File: config.mk
export PLATFORM = sky130hd
export DESIGN_NAME = ach_content
export DESIGN_NICKNAME = d
export VERILOG_FILES = /design/src/rtl/ach_pkg.sv /design/src/rtl/ach_content.sv
export SDC_FILE = /design/constraint.sdc
export NUM_CORES = 1
export LEC_CHECK = 0
export BUFFER_PORTS_ARGS = -buffer_cell sky130_fd_sc_hd__buf_2
export CELL_PAD_IN_SITES_DETAIL_PLACEMENT = 1
export CELL_PAD_IN_SITES_GLOBAL_PLACEMENT = 2
export CORE_ASPECT_RATIO = 0.7
export CORE_MARGIN = 2
export CORE_UTILIZATION = 39
export CTS_CLUSTER_DIAMETER = 120
export CTS_CLUSTER_SIZE = 10
export DETAILED_ROUTE_END_ITERATION = 16
export HOLD_SLACK_MARGIN = 0.06
export PLACE_DENSITY = 0.79
export SLEW_MARGIN = 20
export SYNTH_ARGS = -nofsm -noshare
export SYNTH_HDL_FRONTEND = slang
export SYNTH_SLANG_ARGS = --single-unit
export TNS_END_PERCENT = 5
File: constraint.sdc
create_clock -name pclk -period 2.84 [get_ports pclk]
set_clock_uncertainty 0.05 [all_clocks]
set_input_delay 0.568 -clock pclk [delete_from_list [all_inputs] [get_ports pclk]]
set_output_delay 0.568 -clock pclk [all_outputs]
set_load 0.02 [all_outputs]
File: src/rtl/ach_pkg.sv
// constants for the answer-to-reset content composer
// assumes a single pclk domain and an apb master with 32-bit data
package ach_pkg;
  // ==========================================================
  // register byte offsets
  localparam logic [7:0] ACH_CTRL_OFF = 8'h00;
  localparam logic [7:0] ACH_STAT_OFF = 8'h04;
  localparam logic [7:0] ACH_TA1_OFF = 8'h08;
  localparam logic [7:0] ACH_TA3_OFF = 8'h0c;
  localparam logic [7:0] ACH_TB3_OFF = 8'h10;
  localparam logic [7:0] ACH_HIST_OFF = 8'h14;
  localparam logic [7:0] ACH_DIV_OFF = 8'h18;
  // ==========================================================
  // field positions
  localparam int ACH_CTRL_START_BIT = 0;
  localparam int ACH_STAT_BUSY_BIT = 0;
  localparam int ACH_STAT_DONE_BIT = 1;
  // ==========================================================
  // reset values
  localparam logic [7:0] ACH_TA1_RST = 8'h95;
  localparam logic [7:0] ACH_TA3_RST = 8'h03;
  localparam logic [7:0] ACH_TB3_RST = 8'h00;
  localparam logic [31:0] ACH_HIST_RST = 32'h00_00_00_a0;
  // ==========================================================
  // fixed byte values, codes, lengths and indices of the answer-to-reset, plus the fifo depth
  localparam logic [7:0] ACH_TS = 8'h3b;
  localparam logic [3:0] ACH_HIST_LEN = 4'h7;
  localparam logic [3:0] ACH_T0_IND = 4'h9;
  localparam logic [7:0] ACH_TD1 = 8'h80;
  localparam logic [7:0] ACH_TD2 = 8'h3f;
  localparam logic [7:0] ACH_CAT_IND = 8'h80;
  localparam logic [7:0] ACH_TAG_SVC = 8'h31;
  localparam logic [7:0] ACH_TAG_CAP = 8'h73;
  localparam logic [7:0] ACH_GB_MASK = 8'hfc;
  localparam logic [3:0] ACH_FI_DEF = 4'h1;
  localparam logic [3:0] ACH_DI_DEF = 4'h1;
  localparam logic [3:0] ACH_FI_512 = 4'h9;
  localparam logic [3:0] ACH_DI_64 = 4'h7;
  localparam logic [4:0] ACH_NBYTES = 5'd15;
  localparam logic [4:0] ACH_IDX_TCK = 5'd14;
  localparam int ACH_FIFO_DEPTH = 4;
endpackage

File: src/rtl/ach_content.sv
// answer-to-reset content composer with apb registers and an output fifo
// assumes apb master on pclk; the byte stream is framed by logic downstream
// ==========================================================
// small fifo with valid/ready on both sides
//
// The APB interface to the registers and the placing of the registers were left to the implementer.
module ach_fifo #(
  parameter int WIDTH = 8,
  parameter int DEPTH = 4
) (
  // clock and reset
  input wire logic pclk,
  input wire logic presetn,
  // fill side
  input wire logic in_valid,
  output logic in_ready,
  input wire logic [WIDTH-1:0] in_data,
  // drain side
  output logic out_valid,
  input wire logic out_ready,
  output logic [WIDTH-1:0] out_data
);
  localparam int AW = (DEPTH > 1) ? $clog2(DEPTH) : 1;
  logic [WIDTH-1:0] mem_reg [DEPTH];
  logic [AW-1:0] wr_reg, wr_next, rd_reg, rd_next;
  logic [AW:0] cnt_reg, cnt_next;
  logic push, pop;

  initial begin
    if (DEPTH < 2 || (DEPTH & (DEPTH - 1)) != 0) begin
      $error("fifo depth must be a power of two of at least 2");
    end
  end

  // handshakes: full and empty come straight from the count
  assign in_ready = (cnt_reg != (AW+1)'(DEPTH));
  assign out_valid = (cnt_reg != '0);
  assign push = in_valid && in_ready;
  assign pop = out_valid && out_ready;
  assign out_data = mem_reg[rd_reg];

  // pointer and count update
  always_comb begin
    wr_next = push ? wr_reg + 1'b1 : wr_reg;
    rd_next = pop ? rd_reg + 1'b1 : rd_reg;
    cnt_next = cnt_reg;
    if (push && !pop) begin
      cnt_next = cnt_reg + 1'b1;
    end else if (pop && !push) begin
      cnt_next = cnt_reg - 1'b1;
    end
  end

  always_ff @(posedge pclk or negedge presetn) begin
    if (!presetn) begin
      wr_reg <= '0;
      rd_reg <= '0;
      cnt_reg <= '0;
    end else begin
      wr_reg <= wr_next;
      rd_reg <= rd_next;
      cnt_reg <= cnt_next;
    end
  end

  // storage has no reset; only written words are ever read
  always_ff @(posedge pclk) begin
    if (push) begin
      mem_reg[wr_reg] <= in_data;
    end
  end
endmodule

// ==========================================================
// top: composes the byte string and streams it out
// Behaviour
// - first historical byte is category 80
// - first data object has tag 31
// - second data object has tag 73
// - supports 372/1, 512/8 and 512/16
// - clock and baud factors sent in TA1
// - baud code 0111 means 64, only with 1001
// - every answer carries T=15 global bytes
// - TD2 names T=15, globals follow it
// - global byte zero means nothing extra
// - b8 with b5 means low-impedance drivers
// - b8 with b7 means inter-chip usb
// - b8 with b6 means contactless front-end
// - b8 with b4 means secure channel
// - b8, b4, b3 means secured command exchange
module ach_content #(
  parameter int FIFO_DEPTH = ach_pkg::ACH_FIFO_DEPTH
) (
  // apb clock and reset
  input wire logic pclk,
  input wire logic presetn,
  // apb slave
  input wire logic psel,
  input wire logic penable,
  input wire logic pwrite,
  input wire logic [7:0] paddr,
  input wire logic [31:0] pwdata,
  output logic [31:0] prdata,
  output logic pready,
  output logic pslverr,
  // answer byte stream
  output logic atr_valid,
  input wire logic atr_ready,
  output logic [7:0] atr_data
);
  import ach_pkg::*;

  typedef enum logic [1:0] {
    ACH_IDLE = 2'b01,
    ACH_SEND = 2'b10
  } ach_state_e;

  initial begin
    if (FIFO_DEPTH < 2) begin
      $error("fifo depth too small");
    end
  end

  // ==========================================================
  // helpers
  // baud divisor for a di code; 0 for codes not served
  function automatic logic [6:0] ach_di_div(input logic [3:0] di);
    case (di)
      4'h1: ach_di_div = 7'd1;
      4'h2: ach_di_div = 7'd2;
      4'h3: ach_di_div = 7'd4;
      4'h4: ach_di_div = 7'd8;
      4'h5: ach_di_div = 7'd16;
      4'h6: ach_di_div = 7'd32;
      ACH_DI_64: ach_di_div = 7'd64;
      default: ach_di_div = 7'd0;
    endcase
  endfunction

  // keep a factor pair legal; a bad pair falls back to 372/1
  function automatic logic [7:0] ach_fix_ta1(input logic [7:0] v);
    ach_fix_ta1 = v;
    if (v[3:0] == ACH_DI_64 && v[7:4] != ACH_FI_512) begin
      ach_fix_ta1 = {ACH_FI_DEF, ACH_DI_DEF};
    end else if (ach_di_div(v[3:0]) == 7'd0) begin
      ach_fix_ta1 = {ACH_FI_DEF, ACH_DI_DEF};
    end
  endfunction

  // global byte: only defined combinations leave the card
  function automatic logic [7:0] ach_fix_gb(input logic [7:0] v);
    logic [7:0] m;
    m = v & ACH_GB_MASK;
    if (!m[7]) begin
      m = 8'h00;
    end
    if (!m[3]) begin
      m[2] = 1'b0;
    end
    if (m[6:2] == 5'h00) begin
      m = 8'h00;
    end
    ach_fix_gb = m;
  endfunction

  // ==========================================================
  // register state
  logic [7:0] ta1_reg, ta1_next;
  logic [7:0] ta3_reg, ta3_next;
  logic [7:0] tb3_reg, tb3_next;
  logic [31:0] hist_reg, hist_next;
  logic done_reg, done_next;
  logic wr_en, rd_en, addr_ok;
  logic start_req;

  // ==========================================================
  // sender state
  ach_state_e state_reg, state_next;
  logic [4:0] idx_reg, idx_next;
  logic [7:0] tck_reg, tck_next;
  logic [7:0] s_ta1_reg, s_ta1_next;
  logic [7:0] s_ta3_reg, s_ta3_next;
  logic [7:0] s_tb3_reg, s_tb3_next;
  logic [31:0] s_hist_reg, s_hist_next;
  logic [7:0] cur_byte, ta1_fix;
  logic push_valid, push_ready, push_fire, last_byte;

  // ==========================================================
  // apb decode; zero wait states, unmapped address errors
  assign pready = 1'b1;
  assign ta1_fix = ach_fix_ta1(ta1_reg);
  assign wr_en = psel && penable && pwrite;
  assign rd_en = psel && penable && !pwrite;

  always_comb begin
    addr_ok = 1'b1;
    prdata = 32'h0000_0000;
    case (paddr)
      ACH_CTRL_OFF: prdata = 32'h0000_0000;
      ACH_STAT_OFF: begin
        prdata[ACH_STAT_BUSY_BIT] = (state_reg == ACH_SEND);
        prdata[ACH_STAT_DONE_BIT] = done_reg;
        prdata[12:8] = idx_reg;
      end
      ACH_TA1_OFF: prdata[7:0] = ta1_reg;
      ACH_TA3_OFF: prdata[7:0] = ta3_reg;
      ACH_TB3_OFF: prdata[7:0] = tb3_reg;
      ACH_HIST_OFF: prdata = hist_reg;
      ACH_DIV_OFF: prdata[6:0] = ach_di_div(ta1_fix[3:0]);
      default: addr_ok = 1'b0;
    endcase
    if (!rd_en) begin
      prdata = 32'h0000_0000;
    end
  end

  assign pslverr = psel && penable && !addr_ok;
  assign start_req = wr_en && paddr == ACH_CTRL_OFF && pwdata[ACH_CTRL_START_BIT];

  // register writes; done is set by the sender and set wins over clear
  always_comb begin
    ta1_next = ta1_reg;
    ta3_next = ta3_reg;
    tb3_next = tb3_reg;
    hist_next = hist_reg;
    done_next = done_reg;
    if (wr_en) begin
      case (paddr)
        ACH_TA1_OFF: ta1_next = pwdata[7:0];
        ACH_TA3_OFF: ta3_next = pwdata[7:0];
        ACH_TB3_OFF: tb3_next = pwdata[7:0];
        ACH_HIST_OFF: hist_next = pwdata;
        ACH_STAT_OFF: begin
          if (pwdata[ACH_STAT_DONE_BIT]) begin
            done_next = 1'b0;
          end
        end
        default: done_next = done_next;
      endcase
    end
    if (start_req && state_reg == ACH_IDLE) begin
      done_next = 1'b0;
    end
    if (push_fire && last_byte) begin
      done_next = 1'b1;
    end
  end

  always_ff @(posedge pclk or negedge presetn) begin
    if (!presetn) begin
      ta1_reg <= ACH_TA1_RST;
      ta3_reg <= ACH_TA3_RST;
      tb3_reg <= ACH_TB3_RST;
      hist_reg <= ACH_HIST_RST;
      done_reg <= 1'b0;
    end else begin
      ta1_reg <= ta1_next;
      ta3_reg <= ta3_next;
      tb3_reg <= tb3_next;
      hist_reg <= hist_next;
      done_reg <= done_next;
    end
  end

  // ==========================================================
  // byte selection from the snapshot taken at start
  always_comb begin
    case (idx_reg)
      5'd0: cur_byte = ACH_TS;
      5'd1: cur_byte = {ACH_T0_IND, ACH_HIST_LEN};
      5'd2: cur_byte = s_ta1_reg;
      5'd3: cur_byte = ACH_TD1;
      5'd4: cur_byte = ACH_TD2;
      5'd5: cur_byte = s_ta3_reg;
      5'd6: cur_byte = s_tb3_reg;
      5'd7: cur_byte = ACH_CAT_IND;
      5'd8: cur_byte = ACH_TAG_SVC;
      5'd9: cur_byte = s_hist_reg[7:0];
      5'd10: cur_byte = ACH_TAG_CAP;
      5'd11: cur_byte = s_hist_reg[15:8];
      5'd12: cur_byte = s_hist_reg[23:16];
      5'd13: cur_byte = s_hist_reg[31:24];
      ACH_IDX_TCK: cur_byte = tck_reg;
      default: cur_byte = 8'h00;
    endcase
  end

  assign push_valid = (state_reg == ACH_SEND);
  assign push_fire = push_valid && push_ready;
  assign last_byte = (idx_reg == ACH_NBYTES - 5'd1);

  // sequencer; the fifo stalls it when the stream is not drained
  always_comb begin
    state_next = state_reg;
    idx_next = idx_reg;
    tck_next = tck_reg;
    s_ta1_next = s_ta1_reg;
    s_ta3_next = s_ta3_reg;
    s_tb3_next = s_tb3_reg;
    s_hist_next = s_hist_reg;
    case (state_reg)
      ACH_IDLE: begin
        if (start_req) begin
          // snapshot so register writes never tear an answer in flight
          state_next = ACH_SEND;
          idx_next = 5'd0;
          tck_next = 8'h00;
          s_ta1_next = ach_fix_ta1(ta1_reg);
          s_ta3_next = ta3_reg;
          s_tb3_next = ach_fix_gb(tb3_reg);
          s_hist_next = hist_reg;
        end
      end
      ACH_SEND: begin
        if (push_fire) begin
          // check byte covers everything after the initial character
          if (idx_reg != 5'd0) begin
            tck_next = tck_reg ^ cur_byte;
          end
          if (last_byte) begin
            state_next = ACH_IDLE;
          end else begin
            idx_next = idx_reg + 5'd1;
          end
        end
      end
      default: state_next = ACH_IDLE;
    endcase
  end

  always_ff @(posedge pclk or negedge presetn) begin
    if (!presetn) begin
      state_reg <= ACH_IDLE;
      idx_reg <= 5'd0;
      tck_reg <= 8'h00;
      s_ta1_reg <= 8'h00;
      s_ta3_reg <= 8'h00;
      s_tb3_reg <= 8'h00;
      s_hist_reg <= 32'h0000_0000;
    end else begin
      state_reg <= state_next;
      idx_reg <= idx_next;
      tck_reg <= tck_next;
      s_ta1_reg <= s_ta1_next;
      s_ta3_reg <= s_ta3_next;
      s_tb3_reg <= s_tb3_next;
      s_hist_reg <= s_hist_next;
    end
  end

  // ==========================================================
  // output buffering
  ach_fifo #(
    .WIDTH(8),
    .DEPTH(FIFO_DEPTH)
  ) u_fifo (
    .pclk(pclk),
    .presetn(presetn),
    .in_valid(push_valid),
    .in_ready(push_ready),
    .in_data(cur_byte),
    .out_valid(atr_valid),
    .out_ready(atr_ready),
    .out_data(atr_data)
  );
endmodule

==> summary.txt <==
Placement
  – Area post-placement: between 9000 and 10000 sq um
  – Placed cells: between 1000 and 1500
  – Hpwl dp: around 18000 um
  – PortBufs: slightly below 90
  – GPL Wtd Cong: around 0.9

Logic synthesis
  – Post-Synth XOR/XNOR Area: 0.00979
  – Synth top area share: 0.385
  – Cell Area, Synth: ~8100 sq um
  – Adder-cell share of the synthesized area: 0.0165
  – Post-synthesis cell type count: slightly below 80
  – Synth Area in Simple Gates: 0.197
  – Largest cells by area after synthesis: dfrtp_1 (39%), edfxtp_1 (12%), nand2_1 (7.7%)
  – Top_reg_cell synth: dfrtp_1
  – Main combinational cell family by area after synthesis: simple AND/OR/NAND/NOR gates
  – Post-synth EDFFs: 32
  – Sequential area share after synthesis: 0.534
  – Asr flop ratio synth: 0.806
  – Mean area per synthesized cell: between 10 and 15 sq um
  – Multiplexer share of the synthesized area: 0.124
  – Yosys reg bits: between 150 and 200
  – Synth Area in Compound Gates: 0.0903
  – Post-synth top area cell: dfrtp_1
  – Synth warn: 0
  – Syn Nets: between 700 and 800
  – Synthesized instance count: approximately 730

Run
  – Max Cap Viol: 0

Floorplan
  – Die Width: about 180 um
  – Starting Density: 0.402
  – Die Area: 21800 sq um
  – Core Rows: 43
  – Die H: around 120 um
  – Core area: between 20000 and 25000 sq um
  – IO Count: roughly 90

Global routing
  – Initial antenna violation count: 0
  – Largest net degree at the start of global routing: 65
  – First-pass GRT wire length: between 30000 and 40000 um
  – Vias in the first global route: 6599
  – GR Util All Layers: 0.233
  – Total grt overflow: 0

Finish
  – Layout cells sized above 1: 0.290
  – Fin util: 0.486
  – Final Instance Area: 9720 sq um
  – Inserted Diodes: 0
  – Commonest non-fill, non-tap cell in the layout: nand2_1
  – Layout area overhead: 20.7%
  – Final non-filler cell total: approximately 1100
  – # fillers: 2237
  – Commonest cells after routing, fill and taps aside: nand2_1 (165), dfrtp_1 (124), buf_2 (83), buf_4 (51), edfxtp_1 (32)
  – Nets@finish: 904

Clocking
  – Clk buf depth: 2
  – Reg clk slew, reported paths: 0.07 ns
  – Clock latency on the worst-skew pair: 0.45 ns
  – Clock Root Buffer: clkbuf_16
  – Clock sink total: 165
  – CTS Buf Count: 17
  – CTS tree: yes
  – CTS H-tree lvls: 4

Detailed routing
  – Antenna-violating nets left: 0
  – Final wirelength: about 24000 um
  – Pre-Repair DR Iteration Count: 5
  – Vias: slightly above 6000
  – Vias/cell: 5.50
  – DRC viols: 0
  – Wire per inst: 21.3 um
  – DRT iter0 DRCs: 427

Worst setup path
  – Crit Path Max Fanout: 3
  – Worst Setup Start Kind: flop
  – CP required: 2.22 ns
  – Crit path DAT: roughly 2.3 ns
  – Endpoint type of the worst setup path: output port
  – WS Path Type: reg -> out

Power
  – Sequential power share: 0.433
  – Peak VDD IR: 0.000385 V
  – Cell Pwr Density: roughly 700 nW/um^2
  – Comb power frac: 0.228
  – Int Power: between 4 and 5 mW
  – LEAKAGE: approximately 4.6 nW
  – Power Total: between 6 and 7 mW
  – Sw power: between 2 and 2.5 mW
  – Sw frac: 0.319
  – Clock Power Share: 0.339

Timing
  – Final worst path period need: between 2 and 3 ns
  – Slew Viols, Final: 0
  – Fmax: roughly 340 MHz
  – Worst setup margin: -0.0594 ns
  – Final Cycle Share: 1.02
  – Worst slew margin: 0.545
  – Setup TNS: -0.133 ns
  – Final setup fails: 3
  – Final hold vios: 0
  – RSZ-0062 raised after global routing: yes
  – Slew of the pin with the lowest slew margin: between 0.6 and 0.7 ns

Run status
  – Outcome: finished, violations left
  – Failing checks: negative setup slack

Min path
  – Min-Delay Path Class: in -> reg
## Yosys cell counts (3+ instances only)
| cell | instances |
|---|---|
| dfrtp_1 | 124 |
| nor4bb_1 | 3 |
| clkbuf_1 | 26 |
| xnor2_1 | 7 |
| nand3_1 | 19 |
| nor2_1 | 27 |
| a22oi_1 | 19 |
| and3_1 | 10 |
| mux4_2 | 8 |
| and4b_1 | 3 |
| and2_1 | 24 |
| edfxtp_1 | 32 |
| nor2b_1 | 8 |
| a32oi_1 | 4 |
| or3_1 | 8 |
| and3b_1 | 3 |
| buf_1 | 6 |
| dfstp_2 | 9 |
| o21ai_0 | 15 |
| mux2_1 | 30 |
| a21oi_1 | 17 |
| mux2i_1 | 13 |
| nand2b_1 | 7 |
| a22o_1 | 5 |
| ha_1 | 9 |
| nand4_1 | 5 |
| a21o_1 | 3 |
| mux2_2 | 31 |
| buf_6 | 3 |
| or4b_1 | 4 |
| a221oi_1 | 8 |
| buf_2 | 5 |
| nor3_1 | 5 |
| a222oi_1 | 4 |
| nand2_1 | 165 |
| inv_1 | 10 |
## power groups by stage
stage | combinational [mW] | sequential (mW) | clock [mW]
final | 1.55 | 2.94 | 2.30
after detailed placement | 1.52 | 2.98 | 0
after floorplan | 1.11 | 2.80 | 0
after CTS | 1.54 | 2.94 | 2.36
after global routing | 1.71 | 2.98 | 2.45
after global placement | 1.46 | 2.97 | 0
## critical path, cell delays in order, from the launching register on
cell and delay [ns]:
dfstp_2 0.57, nand4bb_4 0.14, a21o_1 0.22, nand2b_4 0.15
or4b_4 0.48, a21oi_2 0.14, buf_6 0.13
## stage by stage
| step | setup WS [ns] | hold WS, ns |
|---|---|---|
| 2_1_floorplan | -0.00320 | 0.222 |
| 3_3_place_gp | -0.0302 | 0.404 |
| 3_5_place_dp | -0.0651 | 0.405 |
| 4_1_cts | -0.106 | 0.269 |
| 5_1_grt | -0.133 | 0.280 |
| 6_report | -0.0594 | 0.287 |
## final cells by class
cell class | instances | area (sq um) | share of cell area
tap | 270 | 338 | 0.0347
multi-input combinational | 516 | 3620 | 0.372
clock buffer | 18 | 429 | 0.0441
sequential | 165 | 4300 | 0.442
inverter | 10 | 37.5 | 0.00386
timing repair buffer | 138 | 851 | 0.0875
clock inverter | 14 | 153 | 0.0157
## kinds of logic (layout without fill, tap and decap cells)
logic type / Yosys count / after routing
AOI/OAI and AO/OA: 99 / 99
muxes: 82 / 82
adders and majority gates: 10 / 10
buffers and inverters: 51 / 180
xor gates and xnor gates: 9 / 9
other: 1 / 1
and+or+nand+nor: 315 / 315
DFF: 165 / 165
## final timing paths
kind	from	to	slack, ns	cells after the start
worst max-delay path	ta1_reg[4]	prdata[6]	-0.06	6
worst min-delay path	pwdata[15]	hist_reg[15]	0.29	2
worst max register to register	idx_reg[0]	tck_reg[0]	0.26	7
worst min register to register	s_tb3_reg[6]	s_tb3_reg[6]	0.43	2
max in group asynchronous	presetn	hist_reg[7]	1.34	3
min in group asynchronous	presetn	tb3_reg[2]	0.62	2
## what timing repair did
item	4_1_cts	5_1_grt
pin swaps	4	3
gates cloned	0	0
setup buffers	4	1
endpoints found under the hold margin	7	0
gates resized for setup	9	9
hold buffers	1	0
endpoints found under the setup margin	7	11
## per-layer routing
layer,global-route usage,vias up,routed length (um)
met1,0.357,3192,11900
met2,0.336,175,10400
li1,-,2838,-
met5,0,-,0
met4,0.0690,0,265
met3,0.0413,21,1490
No activity file was read; power rests on OpenSTA's default activity.
